## src/sbrd_consts.svh

```systemverilog
// constants for the shared bus region decoder
`ifndef SBRD_CONSTS_SVH
`define SBRD_CONSTS_SVH
`define SBRD_LOCAL_BASE    32'h70000000
`define SBRD_LOCAL_LAST    32'h70ffffff
`define SBRD_SWITCH_BASE   32'h71000000
`define SBRD_SWITCH_LAST   32'h71ffffff
`define SBRD_REGS_BASE     32'h70000000
`define SBRD_REGS_LAST     32'h7fffffff
`define SBRD_FLASH_BASE    32'h40000000
`define SBRD_FLASH_LAST    32'h4fffffff
`define SBRD_FLASH_LOW     32'h00000000
`define SBRD_FLASH_LOWLAST 32'h0fffffff
`define SBRD_DDR_BASE      32'h80000000
`define SBRD_DDR_LAST      32'hbfffffff
`define SBRD_PCIE_BASE     32'hc0000000
`define SBRD_RESET_VECTOR  32'h00000000
`define SBRD_FULL_WORD     4'hf
`define SBRD_CLK_NS        100
`define SBRD_LOCAL_CYC     2
`define SBRD_SLOW_NS       1000
`define SBRD_FAST_NS       100
`endif

```

## src/sbrd_pkg.sv

```systemverilog
// types for the shared bus region decoder
package sbrd_pkg;
  typedef enum logic [2:0] {
    RegionNone,
    RegionLocal,
    RegionSwitch,
    RegionFlash,
    RegionDdr,
    RegionPcie
  } sbrd_region_type;

  typedef enum logic [1:0] {
    BufIdle,
    BufBusy,
    BufRead
  } sbrd_state_type;
endpackage

```

## src/sbrd_decoder.sv

```systemverilog
// shared bus region decoder and register access bridge
`timescale 1ns/1ps
`include "sbrd_consts.svh"

// Summary of operation
// - registers are 32 bits; only full-word accesses
// - register writes are posted through a one-word buffer
// - new register write while buffer busy stalls the bus
// - register read stalls the bus until data returns
// - read after write waits until the buffered write completes
// - 0x70000000..0x70FFFFFF decode to fast local registers
// - 0x71000000..0x71FFFFFF go to the slow switch register bus
// - two fast switch targets complete in about a tenth microsecond
// - several processors at once may lengthen register latency
// - flash region read starts a flash read on the serial pins
// - flash region is read-only; writes go via serial master
// - DDR3 region accesses go to the memory controller
// - PCIe region accesses become outbound PCIe requests
// - automatic boot fetches from serial flash byte zero
// - reset vector segment maps to bus address zero
// - two interrupt lines drive processor inputs 0 and 1
// - big-endian mode swaps byte lanes at the processor boundary
// - endianness from strap, or config input when booting manually
// - debug strap low attaches test port to debug controller
// - with auto boot off, registers may release the processor
// - inbound PCIe behaves like processor access on the bus
// - slave ports reach the shared bus via the access block
module sbrd_decoder #(
  parameter int AW          = 32,
  parameter int DW          = 32,
  parameter int SLOW_CYCLES = (`SBRD_SLOW_NS + `SBRD_CLK_NS - 1) / `SBRD_CLK_NS,
  parameter int FAST_CYCLES = (`SBRD_FAST_NS + `SBRD_CLK_NS - 1) / `SBRD_CLK_NS
) (
  input  wire logic          ref_clk,
  input  wire logic          rst,
  input  wire logic          busReq,
  input  wire logic          busWrite,
  input  wire logic [AW-1:0] busAddr,
  input  wire logic [DW-1:0] busWdata,
  input  wire logic [3:0]    busBe,
  input  wire logic          busFromCpu,
  output logic               busStall,
  output logic               busRvalid,
  output logic [DW-1:0]      busRdata,
  output logic               busUnsupported,
  input  wire logic          bootMode,
  input  wire logic          autoBootStrap,
  input  wire logic          bigEndianStrap,
  input  wire logic          bigEndianCfg,
  input  wire logic          cpuStartCfg,
  output logic               cpuRun,
  output logic               cpuBigEndian,
  output logic [AW-1:0]      cpuResetVector,
  input  wire logic          debug_attach_strap_n,
  output logic               debugAttach,
  input  wire logic [1:0]    devIrq,
  output logic [1:0]         cpuIrqIn,
  output logic               localReq,
  output logic               localWrite,
  output logic [AW-1:0]      localAddr,
  output logic [DW-1:0]      localWdata,
  input  wire logic [DW-1:0] localRdata,
  input  wire logic          fastTarget,
  output logic               switchReq,
  output logic               switchWrite,
  output logic [AW-1:0]      switchAddr,
  output logic [DW-1:0]      switchWdata,
  input  wire logic          switchDone,
  input  wire logic [DW-1:0] switchRdata,
  output logic               flashReadReq,
  output logic [AW-1:0]      flashAddr,
  input  wire logic          flashDone,
  input  wire logic [DW-1:0] flashRdata,
  output logic               ddrReq,
  output logic               ddrWrite,
  output logic [AW-1:0]      ddrAddr,
  output logic [DW-1:0]      ddrWdata,
  output logic [3:0]         ddrBe,
  input  wire logic          ddrDone,
  input  wire logic [DW-1:0] ddrRdata,
  output logic               pcieReq,
  output logic               pcieWrite,
  output logic [AW-1:0]      pcieAddr,
  output logic [DW-1:0]      pcieWdata,
  output logic [3:0]         pcieBe,
  input  wire logic          pcieDone,
  input  wire logic [DW-1:0] pcieRdata
);

  typedef struct packed {
    sbrd_pkg::sbrd_state_type  state;
    sbrd_pkg::sbrd_region_type region;
    logic                      write;
    logic [AW-1:0]             addr;
    logic [DW-1:0]             wdata;
    logic [3:0]                be;
    logic                      swap;
    logic [7:0]                cnt;
    logic                      rvalid;
    logic [DW-1:0]             rdata;
    logic                      unsup;
    logic                      ack;
    logic                      run;
    logic                      bigEnd;
    logic                      strapTaken;
  } sbrd_regs_type;

  sbrd_regs_type r_q;
  sbrd_regs_type r_d;

  sbrd_pkg::sbrd_region_type reqRegion;
  logic [DW-1:0]             inWdata;
  logic [DW-1:0]             remoteRdata;
  logic                      remoteDone;
  logic                      fullWord;
  logic                      isReg;
  logic                      accept;
  logic                      posted;

  function automatic logic [DW-1:0] swapLanes(input logic [DW-1:0] v);
    swapLanes = {v[7:0], v[15:8], v[23:16], v[31:24]};
  endfunction

  // flash is also seen at the bottom of the map while boot mode is active
  always_comb begin
    reqRegion = sbrd_pkg::RegionNone;
    if (busAddr >= `SBRD_LOCAL_BASE && busAddr <= `SBRD_LOCAL_LAST) begin
      reqRegion = sbrd_pkg::RegionLocal;
    end else if (busAddr >= `SBRD_SWITCH_BASE && busAddr <= `SBRD_SWITCH_LAST) begin
      reqRegion = sbrd_pkg::RegionSwitch;
    end else if (busAddr >= `SBRD_FLASH_BASE && busAddr <= `SBRD_FLASH_LAST) begin
      reqRegion = sbrd_pkg::RegionFlash;
    end else if (bootMode && busAddr <= `SBRD_FLASH_LOWLAST) begin
      reqRegion = sbrd_pkg::RegionFlash;
    end else if (busAddr >= `SBRD_DDR_BASE && busAddr <= `SBRD_DDR_LAST) begin
      reqRegion = sbrd_pkg::RegionDdr;
    end else if (busAddr >= `SBRD_PCIE_BASE) begin
      reqRegion = sbrd_pkg::RegionPcie;
    end
  end

  // the swap applies only to processor traffic, never to inbound pcie
  assign inWdata  = (busFromCpu && r_q.bigEnd) ? swapLanes(busWdata) : busWdata;
  assign fullWord = (busBe == `SBRD_FULL_WORD);
  assign isReg    = (busAddr >= `SBRD_REGS_BASE && busAddr <= `SBRD_REGS_LAST);

  // a write may enter only an idle buffer; reads wait for the buffer to drain
  // the master still holds its request while an answer stands, so it is not taken twice
  assign accept   = busReq && (r_q.state == sbrd_pkg::BufIdle) && !r_q.ack;
  assign posted   = accept && busWrite && isReg;
  assign busStall = busReq && !(posted || r_q.ack);

  always_comb begin
    remoteDone  = 1'b0;
    remoteRdata = '0;
    unique case (r_q.region)
      sbrd_pkg::RegionLocal: begin
        remoteDone  = (r_q.cnt == 8'(`SBRD_LOCAL_CYC));
        remoteRdata = localRdata;
      end
      sbrd_pkg::RegionSwitch: begin
        // fast targets answer sooner; a busy second master shows up as late done
        remoteDone  = switchDone && (r_q.cnt >= (fastTarget ? 8'(FAST_CYCLES) : 8'h01));
        remoteRdata = switchRdata;
      end
      sbrd_pkg::RegionFlash: begin
        remoteDone  = flashDone;
        remoteRdata = flashRdata;
      end
      sbrd_pkg::RegionDdr: begin
        remoteDone  = ddrDone;
        remoteRdata = ddrRdata;
      end
      sbrd_pkg::RegionPcie: begin
        remoteDone  = pcieDone;
        remoteRdata = pcieRdata;
      end
      default: begin
        remoteDone  = 1'b1;
        remoteRdata = '0;
      end
    endcase
  end

  always_comb begin
    r_d        = r_q;
    r_d.rvalid = 1'b0;
    r_d.unsup  = 1'b0;
    r_d.ack    = 1'b0;
    // endianness caught once after reset from strap; followed from config every cycle when booting manually
    if (!r_q.strapTaken) begin
      r_d.strapTaken = 1'b1;
      r_d.bigEnd     = autoBootStrap ? bigEndianStrap : bigEndianCfg;
      r_d.run        = autoBootStrap;
    end else if (!autoBootStrap) begin
      r_d.bigEnd = bigEndianCfg;
      if (cpuStartCfg) begin
        r_d.run = 1'b1;
      end
    end
    unique case (r_q.state)
      sbrd_pkg::BufIdle: begin
        if (accept) begin
          if (isReg && !fullWord) begin
            r_d.unsup  = 1'b1;
            r_d.ack    = !busWrite;
            r_d.rvalid = !busWrite;
            r_d.rdata  = '0;
          end else if (busWrite && reqRegion == sbrd_pkg::RegionFlash) begin
            r_d.unsup = 1'b1;
            r_d.ack   = 1'b1;
          end else if (reqRegion == sbrd_pkg::RegionNone) begin
            r_d.unsup  = 1'b1;
            r_d.ack    = !(busWrite && isReg);
            r_d.rvalid = !busWrite;
            r_d.rdata  = '0;
          end else begin
            r_d.region = reqRegion;
            r_d.write  = busWrite;
            r_d.addr   = busAddr;
            r_d.wdata  = inWdata;
            r_d.be     = busBe;
            r_d.swap   = busFromCpu && r_q.bigEnd;
            r_d.cnt    = '0;
            r_d.state  = (busWrite && isReg) ? sbrd_pkg::BufBusy : sbrd_pkg::BufRead;
          end
        end
      end
      sbrd_pkg::BufBusy, sbrd_pkg::BufRead: begin
        r_d.cnt = (r_q.cnt == 8'hff) ? r_q.cnt : r_q.cnt + 8'h01;
        if (remoteDone) begin
          r_d.state  = sbrd_pkg::BufIdle;
          r_d.region = sbrd_pkg::RegionNone;
          if (r_q.state == sbrd_pkg::BufRead) begin
            // non-posted transfers release the master here; only reads carry data
            r_d.ack    = 1'b1;
            r_d.rvalid = !r_q.write;
            if (!r_q.write) begin
              r_d.rdata = r_q.swap ? swapLanes(remoteRdata) : remoteRdata;
            end
          end
        end
      end
      default: begin
        r_d.state = sbrd_pkg::BufIdle;
      end
    endcase
  end

  always_ff @(posedge ref_clk) begin
    if (rst) begin
      r_q <= '0;
    end else begin
      r_q <= r_d;
    end
  end

  logic active;
  assign active = (r_q.state != sbrd_pkg::BufIdle);

  // inbound pcie and access-block masters share this single issue port
  assign localReq     = active && r_q.region == sbrd_pkg::RegionLocal;
  assign localWrite   = r_q.write;
  assign localAddr    = r_q.addr;
  assign localWdata   = r_q.wdata;
  assign switchReq    = active && r_q.region == sbrd_pkg::RegionSwitch;
  assign switchWrite  = r_q.write;
  assign switchAddr   = r_q.addr;
  assign switchWdata  = r_q.wdata;
  assign flashReadReq = active && r_q.region == sbrd_pkg::RegionFlash;
  assign flashAddr    = r_q.addr;
  assign ddrReq       = active && r_q.region == sbrd_pkg::RegionDdr;
  assign ddrWrite     = r_q.write;
  assign ddrAddr      = r_q.addr;
  assign ddrWdata     = r_q.wdata;
  assign ddrBe        = r_q.be;
  assign pcieReq      = active && r_q.region == sbrd_pkg::RegionPcie;
  assign pcieWrite    = r_q.write;
  assign pcieAddr     = r_q.addr;
  assign pcieWdata    = r_q.wdata;
  assign pcieBe       = r_q.be;

  assign busRvalid      = r_q.rvalid;
  assign busRdata       = r_q.rdata;
  assign busUnsupported = r_q.unsup;
  assign cpuRun         = r_q.run;
  assign cpuBigEndian   = r_q.bigEnd;
  assign cpuResetVector = `SBRD_RESET_VECTOR;
  assign debugAttach    = !debug_attach_strap_n;
  assign cpuIrqIn       = devIrq;
endmodule

```

## config.mk

```make
export PLATFORM = sky130hd
export DESIGN_NAME = sbrd_decoder
export DESIGN_NICKNAME = d
export VERILOG_FILES = /design/src/sbrd_pkg.sv /design/src/sbrd_decoder.sv
export VERILOG_INCLUDE_DIRS = /design/src
export SDC_FILE = /design/constraint.sdc
export NUM_CORES = 1
export LEC_CHECK = 0
export BUFFER_PORTS_ARGS = -buffer_cell sky130_fd_sc_hd__clkbuf_2
export CAP_MARGIN = 25
export CELL_PAD_IN_SITES_DETAIL_PLACEMENT = 1
export CELL_PAD_IN_SITES_GLOBAL_PLACEMENT = 1
export CORE_AREA = 2 2 243 245
export DETAILED_ROUTE_END_ITERATION = 10
export DIE_AREA = 0 0 245 247
export HOLD_SLACK_MARGIN = 0.15
export PLACE_DENSITY_LB_ADDON = 0.1
export SYNTH_ARGS = -nofsm -noshare
export SYNTH_HDL_FRONTEND = slang
export SYNTH_SLANG_ARGS = --single-unit
```

## constraint.sdc

```tcl
create_clock -name ref_clk -period 4.9 [get_ports ref_clk]
set_input_delay 0.49 -clock ref_clk [delete_from_list [all_inputs] [get_ports ref_clk]]
set_output_delay 0.49 -clock ref_clk [all_outputs]
set_load 0.01 [all_outputs]
```

==> results.cfg, run 1 <==
[worst_hold_path]
hold_depth = 3
worstHoldPathType = in -> reg

[synth]
yosysTopAreaCellShare_pct = 28.5
ys_top_cells_by_area = buf_4, dfxtp_1, nand2_1
synth-async-reset-ratio_pct = 0
yosys.area_share.simple_pct = 17.4
yosys.area.top_type = buf_4
netlist_area_sq_um = 9600
synth.avg_cell_area_sq_um = 7.75
synth_fa_ha_area_share_pct = 1.04
synth_top_family_by_area = buffers and inverters
synth-xor-area-share_pct = 0
synth_cell_types = 53
ys_seq_area_share_pct = 25.2
syn_inst = 1240
synth-edff-count = 0
ys_seq_elements = 121
ys_warn_count = 0
synth_flop_cell = dfxtp_1
synth.area.mux_share_pct = 7.37
synth_compound_area_share_pct = 16.4

[power]
power.total_uw = 3110
ir_worst_vdd_mv = 0.205
p_leak_uw = 0.00511
power_density_nw_per_um2 = 275

[global_routing]
grt_max_degree = 55
grtUsageTotal_pct = 12.3
antenna_found_initial = 1
grt_overflow = 0
grt_pass1_wl_mm = 55.2
grt_pass1_vias = 8642

[setup_path]
crit_fanout = 54
r2r_slack_ns = 1.73
slowest_delay_ns = 0.75
worstSetupPathType = reg -> reg
crit_slowest_cell = o311ai_4
required_ns = 5.26
cp.arrival_ns = 3.54
crit_path_cell_trace = buf_4 > nand4bb_1 > a41oi_1 > nor2b_1 > o311ai_4 > buf_12 > nor3b_1 > a31o_2
crit_buf_inv = 2
critical-path-top-delay-family = compound AO/OA/AOI/OAI gates
critPathCaptureType = flip-flop
start_kind = flip-flop
cp.depth = 8
r2r_cells = 8

[clock_network]
clock-sinks = 121
post_cts_resized = 0
cts_hold_buf = 0
tritoncts = done
cts_buffers = 17
clkSlewWorstSetupHoldPaths_ns = 0.06
clockRootBuffer = clkbuf_16
clock_latency_ns = 0.47
htree_num_levels = 4
cts_buffer_depth = 2
cts_setup_buffers = 0

[routing]
vias_per_cell = 3.94
post_drt_wl_per_cell_um = 17.1
finalWirelength_mm = 38.1
vias = 8782
ant_nets = 0
initialDrtViolationCount = 226
drc = 0
first_pass_iters = 4

[placement]
routabilityCongestion = 0.714
io_buffers = 585
hpwl_mm = 29.9
dpl.cell_count = 2200

[sta]
finalCritPeriodShare_pct = 64.7
rsz0062_at_grt = false
setup_viol = 0
tightestPinTransition_ns = 0.882
clock_skew_ns = 0.00547
drv_slew = 0
period_needed_ns = 3.17
hold_viol_final = 0
relSlewSlack_pct = 41.1
fin_setup_tns_ns = 0
fmaxAchievable_ghz = 0.315
holdWs_ns = 0.236

[run_status]
status = complete, no violations

[cells_and_area]
final_core_util_pct = 19.4
area_growth_pct = 17.8
layoutNonFillerInstCount = 2231
nets = 1700
drive_gt1_share_pct = 48.8
antenna_cells = 0

[floorplan]
ioPinCount = 623
row_count = 89
core_sq_um = 58200
die_h_um = 247
dieArea_sq_um = 60500
die_w_um = 245
start_util_pct = 16.5

[flow_run]
maxCapViolCount = 0
-- logic make-up after synthesis --
kind of cell    count (synthesis)
compound gates                216
fa+ha+maj                       8
buf+inv                       459
flops                         121
mux                            68
other cells                     1
simple gates                  367
-- layout make-up --
cell class	instances	area (sq um)
Clock buffer	24	502
Clock inverter	7	90.1
Fill cell	7181	46900
Inverter	11	41.3
Multi-Input combinational cell	691	4200
Sequential cell	121	2430
Tap cell	773	967
Timing Repair Buffer	604	3090
-- synthesized netlist by cell type (2+ instances only) --
library cell  number
a22o_1             2
ha_1               8
a21oi_1           53
and3_1             3
buf_1              4
nor4bb_1           3
mux2i_1           64
o41ai_1            2
nor3_1             7
a221oi_1          31
o21ai_1           15
nand3_1           67
nor2b_1            6
a31oi_1            2
buf_2             20
nor3b_1            2
or2_2             30
a311oi_1          38
clkbuf_1          59
inv_1             10
mux4_2             2
nand2b_1           3
a211oi_1           3
mux2_2             2
nand2_1          180
o31ai_1            2
dfxtp_1          121
nor4b_1            2
a22oi_1            2
o211ai_1           2
or3_1              2
a41oi_1            3
nor2_1            51
o21ai_0           22
a31o_2            32
and2_1             3
nor4_1             2
buf_4            365
-- per-layer routing --
metal | routed length [um] | vias up | GRT usage (%) | share of wire [%]
met5 | 12 | - | 0 | 0.031
met4 | 416 | 2 | 3.50 | 1.1
met3 | 2930 | 22 | 4.70 | 7.7
met2 | 18700 | 343 | 21.0 | 49
met1 | 16000 | 4135 | 14.3 | 42
li1 | - | 4280 | - | -
-- state kept, by name (all words and copies together), names as in the netlist --
signal	flops
ddrWdata	32
ddrBe	4
r_q	16
busRdata	32
cpuRun	1
busRvalid	1
ddrAddr	32
ddrWrite	1
busUnsupported	1
cpuBigEndian	1
-- worst min-delay path: stages --
cell      delay (ns)
clkbuf_2        0.08
nand2_1         0.04
a21oi_1         0.05
-- through the flow --
stage	worst slack (ns)	instance area, sq um
final	1.73	11300
after floorplan	2.66	9720
after CTS	1.66	11300
after global placement	1.60	10700
after global routing	1.45	11300
after detailed placement	1.58	10700
-- report_power, final --
group | internal, uW | leakage, uW | switching, uW | total, uW
Sequential | 1030 | 0.000987 | 71.9 | 1100
Combinational | 290 | 0.00383 | 394 | 684
Clock | 808 | 0.000288 | 520 | 1330
Total | 2130 | 0.00511 | 986 | 3110
-- cell usage in the layout (no fill, tap or decap), drive strengths merged, types with 3 or more instances in the layout --
master	synthesis	final
nor4bb	3	3
nand2b	3	3
dfxtp	121	121
o211ai	3	3
ha	8	8
nor2b	6	6
buf	389	20
or2	30	30
nor2	51	51
a21oi	53	53
and3	3	3
o21ai	37	37
a221oi	31	31
a211oi	4	4
clkinv	1	4
conb	1	32
inv	10	10
nand2	180	180
nand3	67	67
mux2i	64	64
nor3	7	7
a41oi	3	3
nor4b	3	3
a31o	32	32
a311oi	38	38
and2	3	3
clkbuf	59	608
-- path summary, 6_finish.rpt --
| path | start | to |
|---|---|---|
| worst max-delay path | r_q[116]$_SDFFE_PP0P_ | busRdata[8]$_SDFFE_PP0P_ |
| worst min-delay path | busAddr[17] | ddrAddr[17]$_SDFFE_PP0P_ |
| worst max register to register | r_q[116]$_SDFFE_PP0P_ | busRdata[8]$_SDFFE_PP0P_ |
| worst min register to register | busRdata[6]$_SDFFE_PP0P_ | busRdata[6]$_SDFFE_PP0P_ |
No activity file was read; power rests on OpenSTA's default activity.
==> run 2: changes to the inputs <==
--- a/config.mk
+++ b/config.mk
@@ -6,13 +6,14 @@
 export SDC_FILE = /design/constraint.sdc
 export NUM_CORES = 1
 export LEC_CHECK = 0
+export ABC_AREA = 1
 export BUFFER_PORTS_ARGS = -buffer_cell sky130_fd_sc_hd__clkbuf_2
 export CAP_MARGIN = 25
 export CELL_PAD_IN_SITES_DETAIL_PLACEMENT = 1
 export CELL_PAD_IN_SITES_GLOBAL_PLACEMENT = 1
-export CORE_AREA = 2 2 243 245
+export CORE_AREA = 2 2 242 244
 export DETAILED_ROUTE_END_ITERATION = 10
-export DIE_AREA = 0 0 245 247
+export DIE_AREA = 0 0 244 246
 export HOLD_SLACK_MARGIN = 0.15
 export PLACE_DENSITY_LB_ADDON = 0.1
 export SYNTH_ARGS = -nofsm -noshare
==> constraint.sdc (replaced) <==
create_clock -name ref_clk -period 3.2 [get_ports ref_clk]
set_input_delay 0.32 -clock ref_clk [delete_from_list [all_inputs] [get_ports ref_clk]]
set_output_delay 0.32 -clock ref_clk [all_outputs]
set_load 0.01 [all_outputs]
==> results.cfg, run 2 <==
[synth]
yosysTopAreaCellShare_pct = 28.8
synth-async-reset-ratio_pct = 0
yosys.area.top_type = buf_4
netlist_area_sq_um = 9940
ys_seq_area_share_pct = 24.4
ys_top_cells_by_area = buf_4, dfxtp_1, nand2_1
synth-edff-count = 0
synth.most_common_cell = nand2_1
syn_inst = 1570
synth_fa_ha_area_share_pct = 1.01
synth_compound_area_share_pct = 9.48
synth_common_cells = nand2_1, buf_4, dfxtp_1
synth_flop_cell = dfxtp_1
synth.avg_cell_area_sq_um = 6.33
synth_cell_types = 30
ys_seq_elements = 121
synth.area.mux_share_pct = 0
synth-xor-area-share_pct = 0
yosys.area_share.simple_pct = 29.9
synth_top_family_by_area = buffers and inverters
ys_warn_count = 0

[setup_path]
crit_top_cell = inv_1
crit_path_cell_trace = inv_1 > nor2_4 > inv_1 > nor2_1 > clkbuf_2
cp.depth = 5
cp.arrival_ns = 2.27
required_ns = 2.88
crit_slowest_cell = dfxtp_1
crit_buf_inv = 3
r2r_cells = 11
critPathCaptureType = primary output
start_kind = flip-flop
slowest_delay_ns = 0.57
worstSetupPathType = reg -> out
crit_fanout = 18
critical-path-top-delay-family = simple AND/OR/NAND/NOR gates

[global_routing]
grt_max_degree = 57
grt_pass1_vias = 10294
antenna_found_initial = 1
grtUsageTotal_pct = 13.9
grt_overflow = 0
grt_pass1_wl_mm = 63.2

[routing]
finalWirelength_mm = 42.5
drc = 0
ant_nets = 0
initialDrtViolationCount = 291
post_drt_wl_per_cell_um = 16.3
vias_per_cell = 3.82
first_pass_iters = 6
vias = 9952

[sta]
fmaxAchievable_ghz = 0.387
setup_viol = 0
fin_setup_tns_ns = 0
holdWs_ns = 0.194
finalCritPeriodShare_pct = 80.8
hold_viol_final = 0
relSlewSlack_pct = 53.1
drv_slew = 0
rsz0062_at_grt = false
period_needed_ns = 2.59
clock_skew_ns = 0.00911
tightestPinTransition_ns = 0.703

[placement]
io_buffers = 585
hpwl_mm = 33.9
routabilityCongestion = 0.803

[floorplan]
dieArea_sq_um = 60000
die_h_um = 246
die_w_um = 244
ioPinCount = 623
start_util_pct = 17.3
row_count = 88
core_sq_um = 57400

[clock_network]
clockRootBuffer = clkbuf_16
cts_buffers = 17
clkSlewWorstSetupHoldPaths_ns = 0.06
htree_num_levels = 4
post_cts_resized = 0
cts_buffer_depth = 2
clock_latency_ns = 0.45
clock-sinks = 121
tritoncts = done

[power]
ir_worst_vdd_mv = 0.480
power_density_nw_per_um2 = 730
p_leak_uw = 0.00621

[cells_and_area]
fillers = 7355
layout_commonest_cell = clkbuf_2
area_growth_pct = 21.0
drive_gt1_share_pct = 36.5
nets = 2081
final_cell_mix = clkbuf_2, nand2_1, dfxtp_1, nor2_1, a21oi_1

[flow_run]
maxCapViolCount = 0

[worst_hold_path]
worstHoldPathType = in -> reg
hold_depth = 3

[run_status]
status = complete, no violations
## run 2: power by group
group          internal [uW]  switching [uW]  total [uW]
registers               1760             339        2100
clock network           1320             790        2110
logic                   1500            3080        4580
## run 2: logic make-up after synthesis
kind of cell	count (synthesis)
and+or+nand+nor	720
buffers and inverters	536
AOI/OAI and AO/OA	184
DFF	121
adders and majority gates	8
other	1
## run 2: layout make-up
type	instances	area, sq um	area share (%)
flip-flops and latches	121	2420	20.1
clock inverters	12	174	1.45
clock buffers	20	447	3.71
repair buffers	643	3520	29.2
multi-input cells	944	4140	34.4
diodes	1	2.50	0.0208
well taps	765	957	7.96
inverters	100	375	3.12
## run 2: per-stage QoR
step	cells	total power (uW)	worst slack, ns	util (%)	area, sq um
6_report	2606	8780	0.614	21.0	12000
3_3_place_gp	2535	6790	0.749	19.2	11000
4_1_cts	2604	9050	0.535	20.9	12000
3_5_place_dp	2535	6820	0.678	19.2	11000
2_1_floorplan	1601	5770	1.38	-	10100
5_1_grt	2606	9670	0.311	21.0	12000
## run 2: worst register-to-register path, stage by stage (launching register included)
cell,delay (ns)
dfxtp_1,0.57
inv_1,0.35
nor2_4,0.55
buf_12,0.23
nand2_1,0.08
nand3_1,0.08
nor2_1,0.11
nand2_1,0.09
nand2_1,0.05
nor2_1,0.10
nand2_1,0.06
a21oi_1,0.14
## run 2: path summary, 6_finish.rpt
path	start	to	slack (ns)
min reg2reg	busRdata[4]$_SDFFE_PP0P_	busRdata[4]$_SDFFE_PP0P_	0.47
max reg2reg	r_q[116]$_SDFFE_PP0P_	busRdata[10]$_SDFFE_PP0P_	0.73
max	r_q[116]$_SDFFE_PP0P_	pcieReq	0.61
min	busAddr[30]	ddrAddr[30]$_SDFFE_PP0P_	0.19
## run 2: what timing repair did
action | CTS | global route
endpoints found under the hold margin | 36 | 0
buffers inserted | 0 | 0
hold buffers | 37 | 0
## run 2: layer usage
layer  vias to the layer above  GRT usage [%]  routed length [um]  part of all wire [%]
met5                         -              0                   0                     0
met4                         0           3.86                 784                   1.8
met3                        40           3.01                1820                   4.3
met2                       273           25.1               21800                    51
li1                       5004              -                   -                     -
met1                      4635           16.3               18100                    43
==> run 3: changes to the inputs <==
==> constraint.sdc (replaced) <==
create_clock -name ref_clk -period 2.4 [get_ports ref_clk]
set_input_delay 0.24 -clock ref_clk [delete_from_list [all_inputs] [get_ports ref_clk]]
set_output_delay 0.24 -clock ref_clk [all_outputs]
set_load 0.01 [all_outputs]
==> results.cfg, run 3 (synthesis gave the netlist of run 2 again) <==
[run_status]
status = complete, no violations

[routing]
initialDrtViolationCount = 253
ant_nets = 0
post_drt_wl_per_cell_um = 16.2
first_pass_iters = 4
finalWirelength_mm = 43.1
vias = 10104
vias_per_cell = 3.81
drc = 0

[floorplan]
core_sq_um = 57400
die_w_um = 244
dieArea_sq_um = 60000
start_util_pct = 17.3
die_h_um = 246
row_count = 88
ioPinCount = 623

[power]
power_density_nw_per_um2 = 958
ir_worst_vdd_mv = 0.548
p_leak_uw = 0.00644

[sta]
drv_slew = 0
period_needed_ns = 2.10
holdWs_ns = 0.188
hold_viol_final = 0
tightestPinTransition_ns = 0.631
fmaxAchievable_ghz = 0.475
setup_viol = 0
finalCritPeriodShare_pct = 87.6
relSlewSlack_pct = 57.9
rsz0062_at_grt = false
setup_slack_ns = 0.297
clock_skew_ns = 0.00863
fin_setup_tns_ns = 0

[clock_network]
cts_setup_buffers = 0
clock-sinks = 121
cts_buffer_depth = 2
clkSlewWorstSetupHoldPaths_ns = 0.06
clock_latency_ns = 0.47
tritoncts = done
cts_buffers = 17
clockRootBuffer = clkbuf_16
htree_num_levels = 4

[setup_path]
worstSetupPathType = in -> reg
crit_fanout = 37
r2r_cells = 8
critPathCaptureType = flip-flop
cp.arrival_ns = 2.49
required_ns = 2.79
start_kind = primary input

[placement]
routabilityCongestion = 0.819
io_buffers = 585
hpwl_mm = 34.0
pre_cts_ws_ns = 0.246

[flow_run]
maxCapViolCount = 0

[global_routing]
grt_pass1_wl_mm = 63.7
antenna_found_initial = 2
grt_max_degree = 97
grt_overflow = 0
grtUsageTotal_pct = 14.2
grt_pass1_vias = 10365

[cells_and_area]
layout_commonest_cell = clkbuf_2
drive_gt1_share_pct = 35.9
area_growth_pct = 26.1
nets = 2127
fillers = 7330
final_cell_mix = clkbuf_2, nand2_1, dfxtp_1, nor2_1, a21oi_1

[worst_hold_path]
hold_depth = 5
worstHoldPathType = in -> reg
[run 3: per-layer routing]
layer  global-route usage [%]  part of all wire, %
met1                     16.7                   43
met2                     25.6                   51
met3                     2.61                  3.7
met4                     4.64                  1.9
met5                        0                    0
[run 3: cell type report]
cell class	instances	area [sq um]	share of cell area [%]
clock inverters	13	201	1.61
diodes	2	5.00	0.0399
repair buffers	689	4010	32.0
flip-flops and latches	121	2420	19.3
multi-input cells	944	4140	33.0
well taps	765	957	7.63
clock buffers	19	433	3.45
inverters	100	375	2.99
[run 3: per-stage QoR]
stage,instance area [sq um],util (%),std cells,power [uW]
final,12500,21.9,2653,12000
after global routing,12500,21.9,2653,13200
after CTS,12500,21.8,2651,12400
after detailed placement,11100,19.4,2542,9250
after global placement,11100,19.4,2542,9200
after floorplan,10100,-,1601,7690
[run 3: report_power, final]
group          total, uW  switching [uW]  internal [uW]
logic               6320            4140           2180
registers           2790             450           2340
clock network       2900            1070           1830
[run 3: worst max-delay path, cell delays in order]
cell and delay, ns:
dlygate4sd3_1 0.54, clkbuf_2 0.12, nor2_1 0.27, o211ai_2 0.17, nand3_2 0.12, inv_2 0.05, nand2_4 0.11, nand3_4 0.10
inv_2 0.26, buf_12 0.24, nand2_1 0.08, a21oi_1 0.12
[run 3: what timing repair did]
item / CTS / global route
endpoints found under the hold margin: 62 / 0
hold buffers: 77 / 0
resized for setup: 0 / 2
setup endpoints to repair: 0 / 13
[run 3: path summary, 6_finish.rpt]
kind	slack (ns)	end	startpoint
setup / recovery	0.30	ddrAddr[13]$_SDFFE_PP0P_	busAddr[28]
hold / removal	0.19	ddrWdata[6]$_SDFFE_PP0P_	busWdata[6]
setup reg to reg	0.31	ddrWdata[21]$_SDFFE_PP0P_	cpuBigEndian$_SDFFE_PP0P_
hold reg to reg	0.47	busRdata[24]$_SDFFE_PP0P_	busRdata[24]$_SDFFE_PP0P_
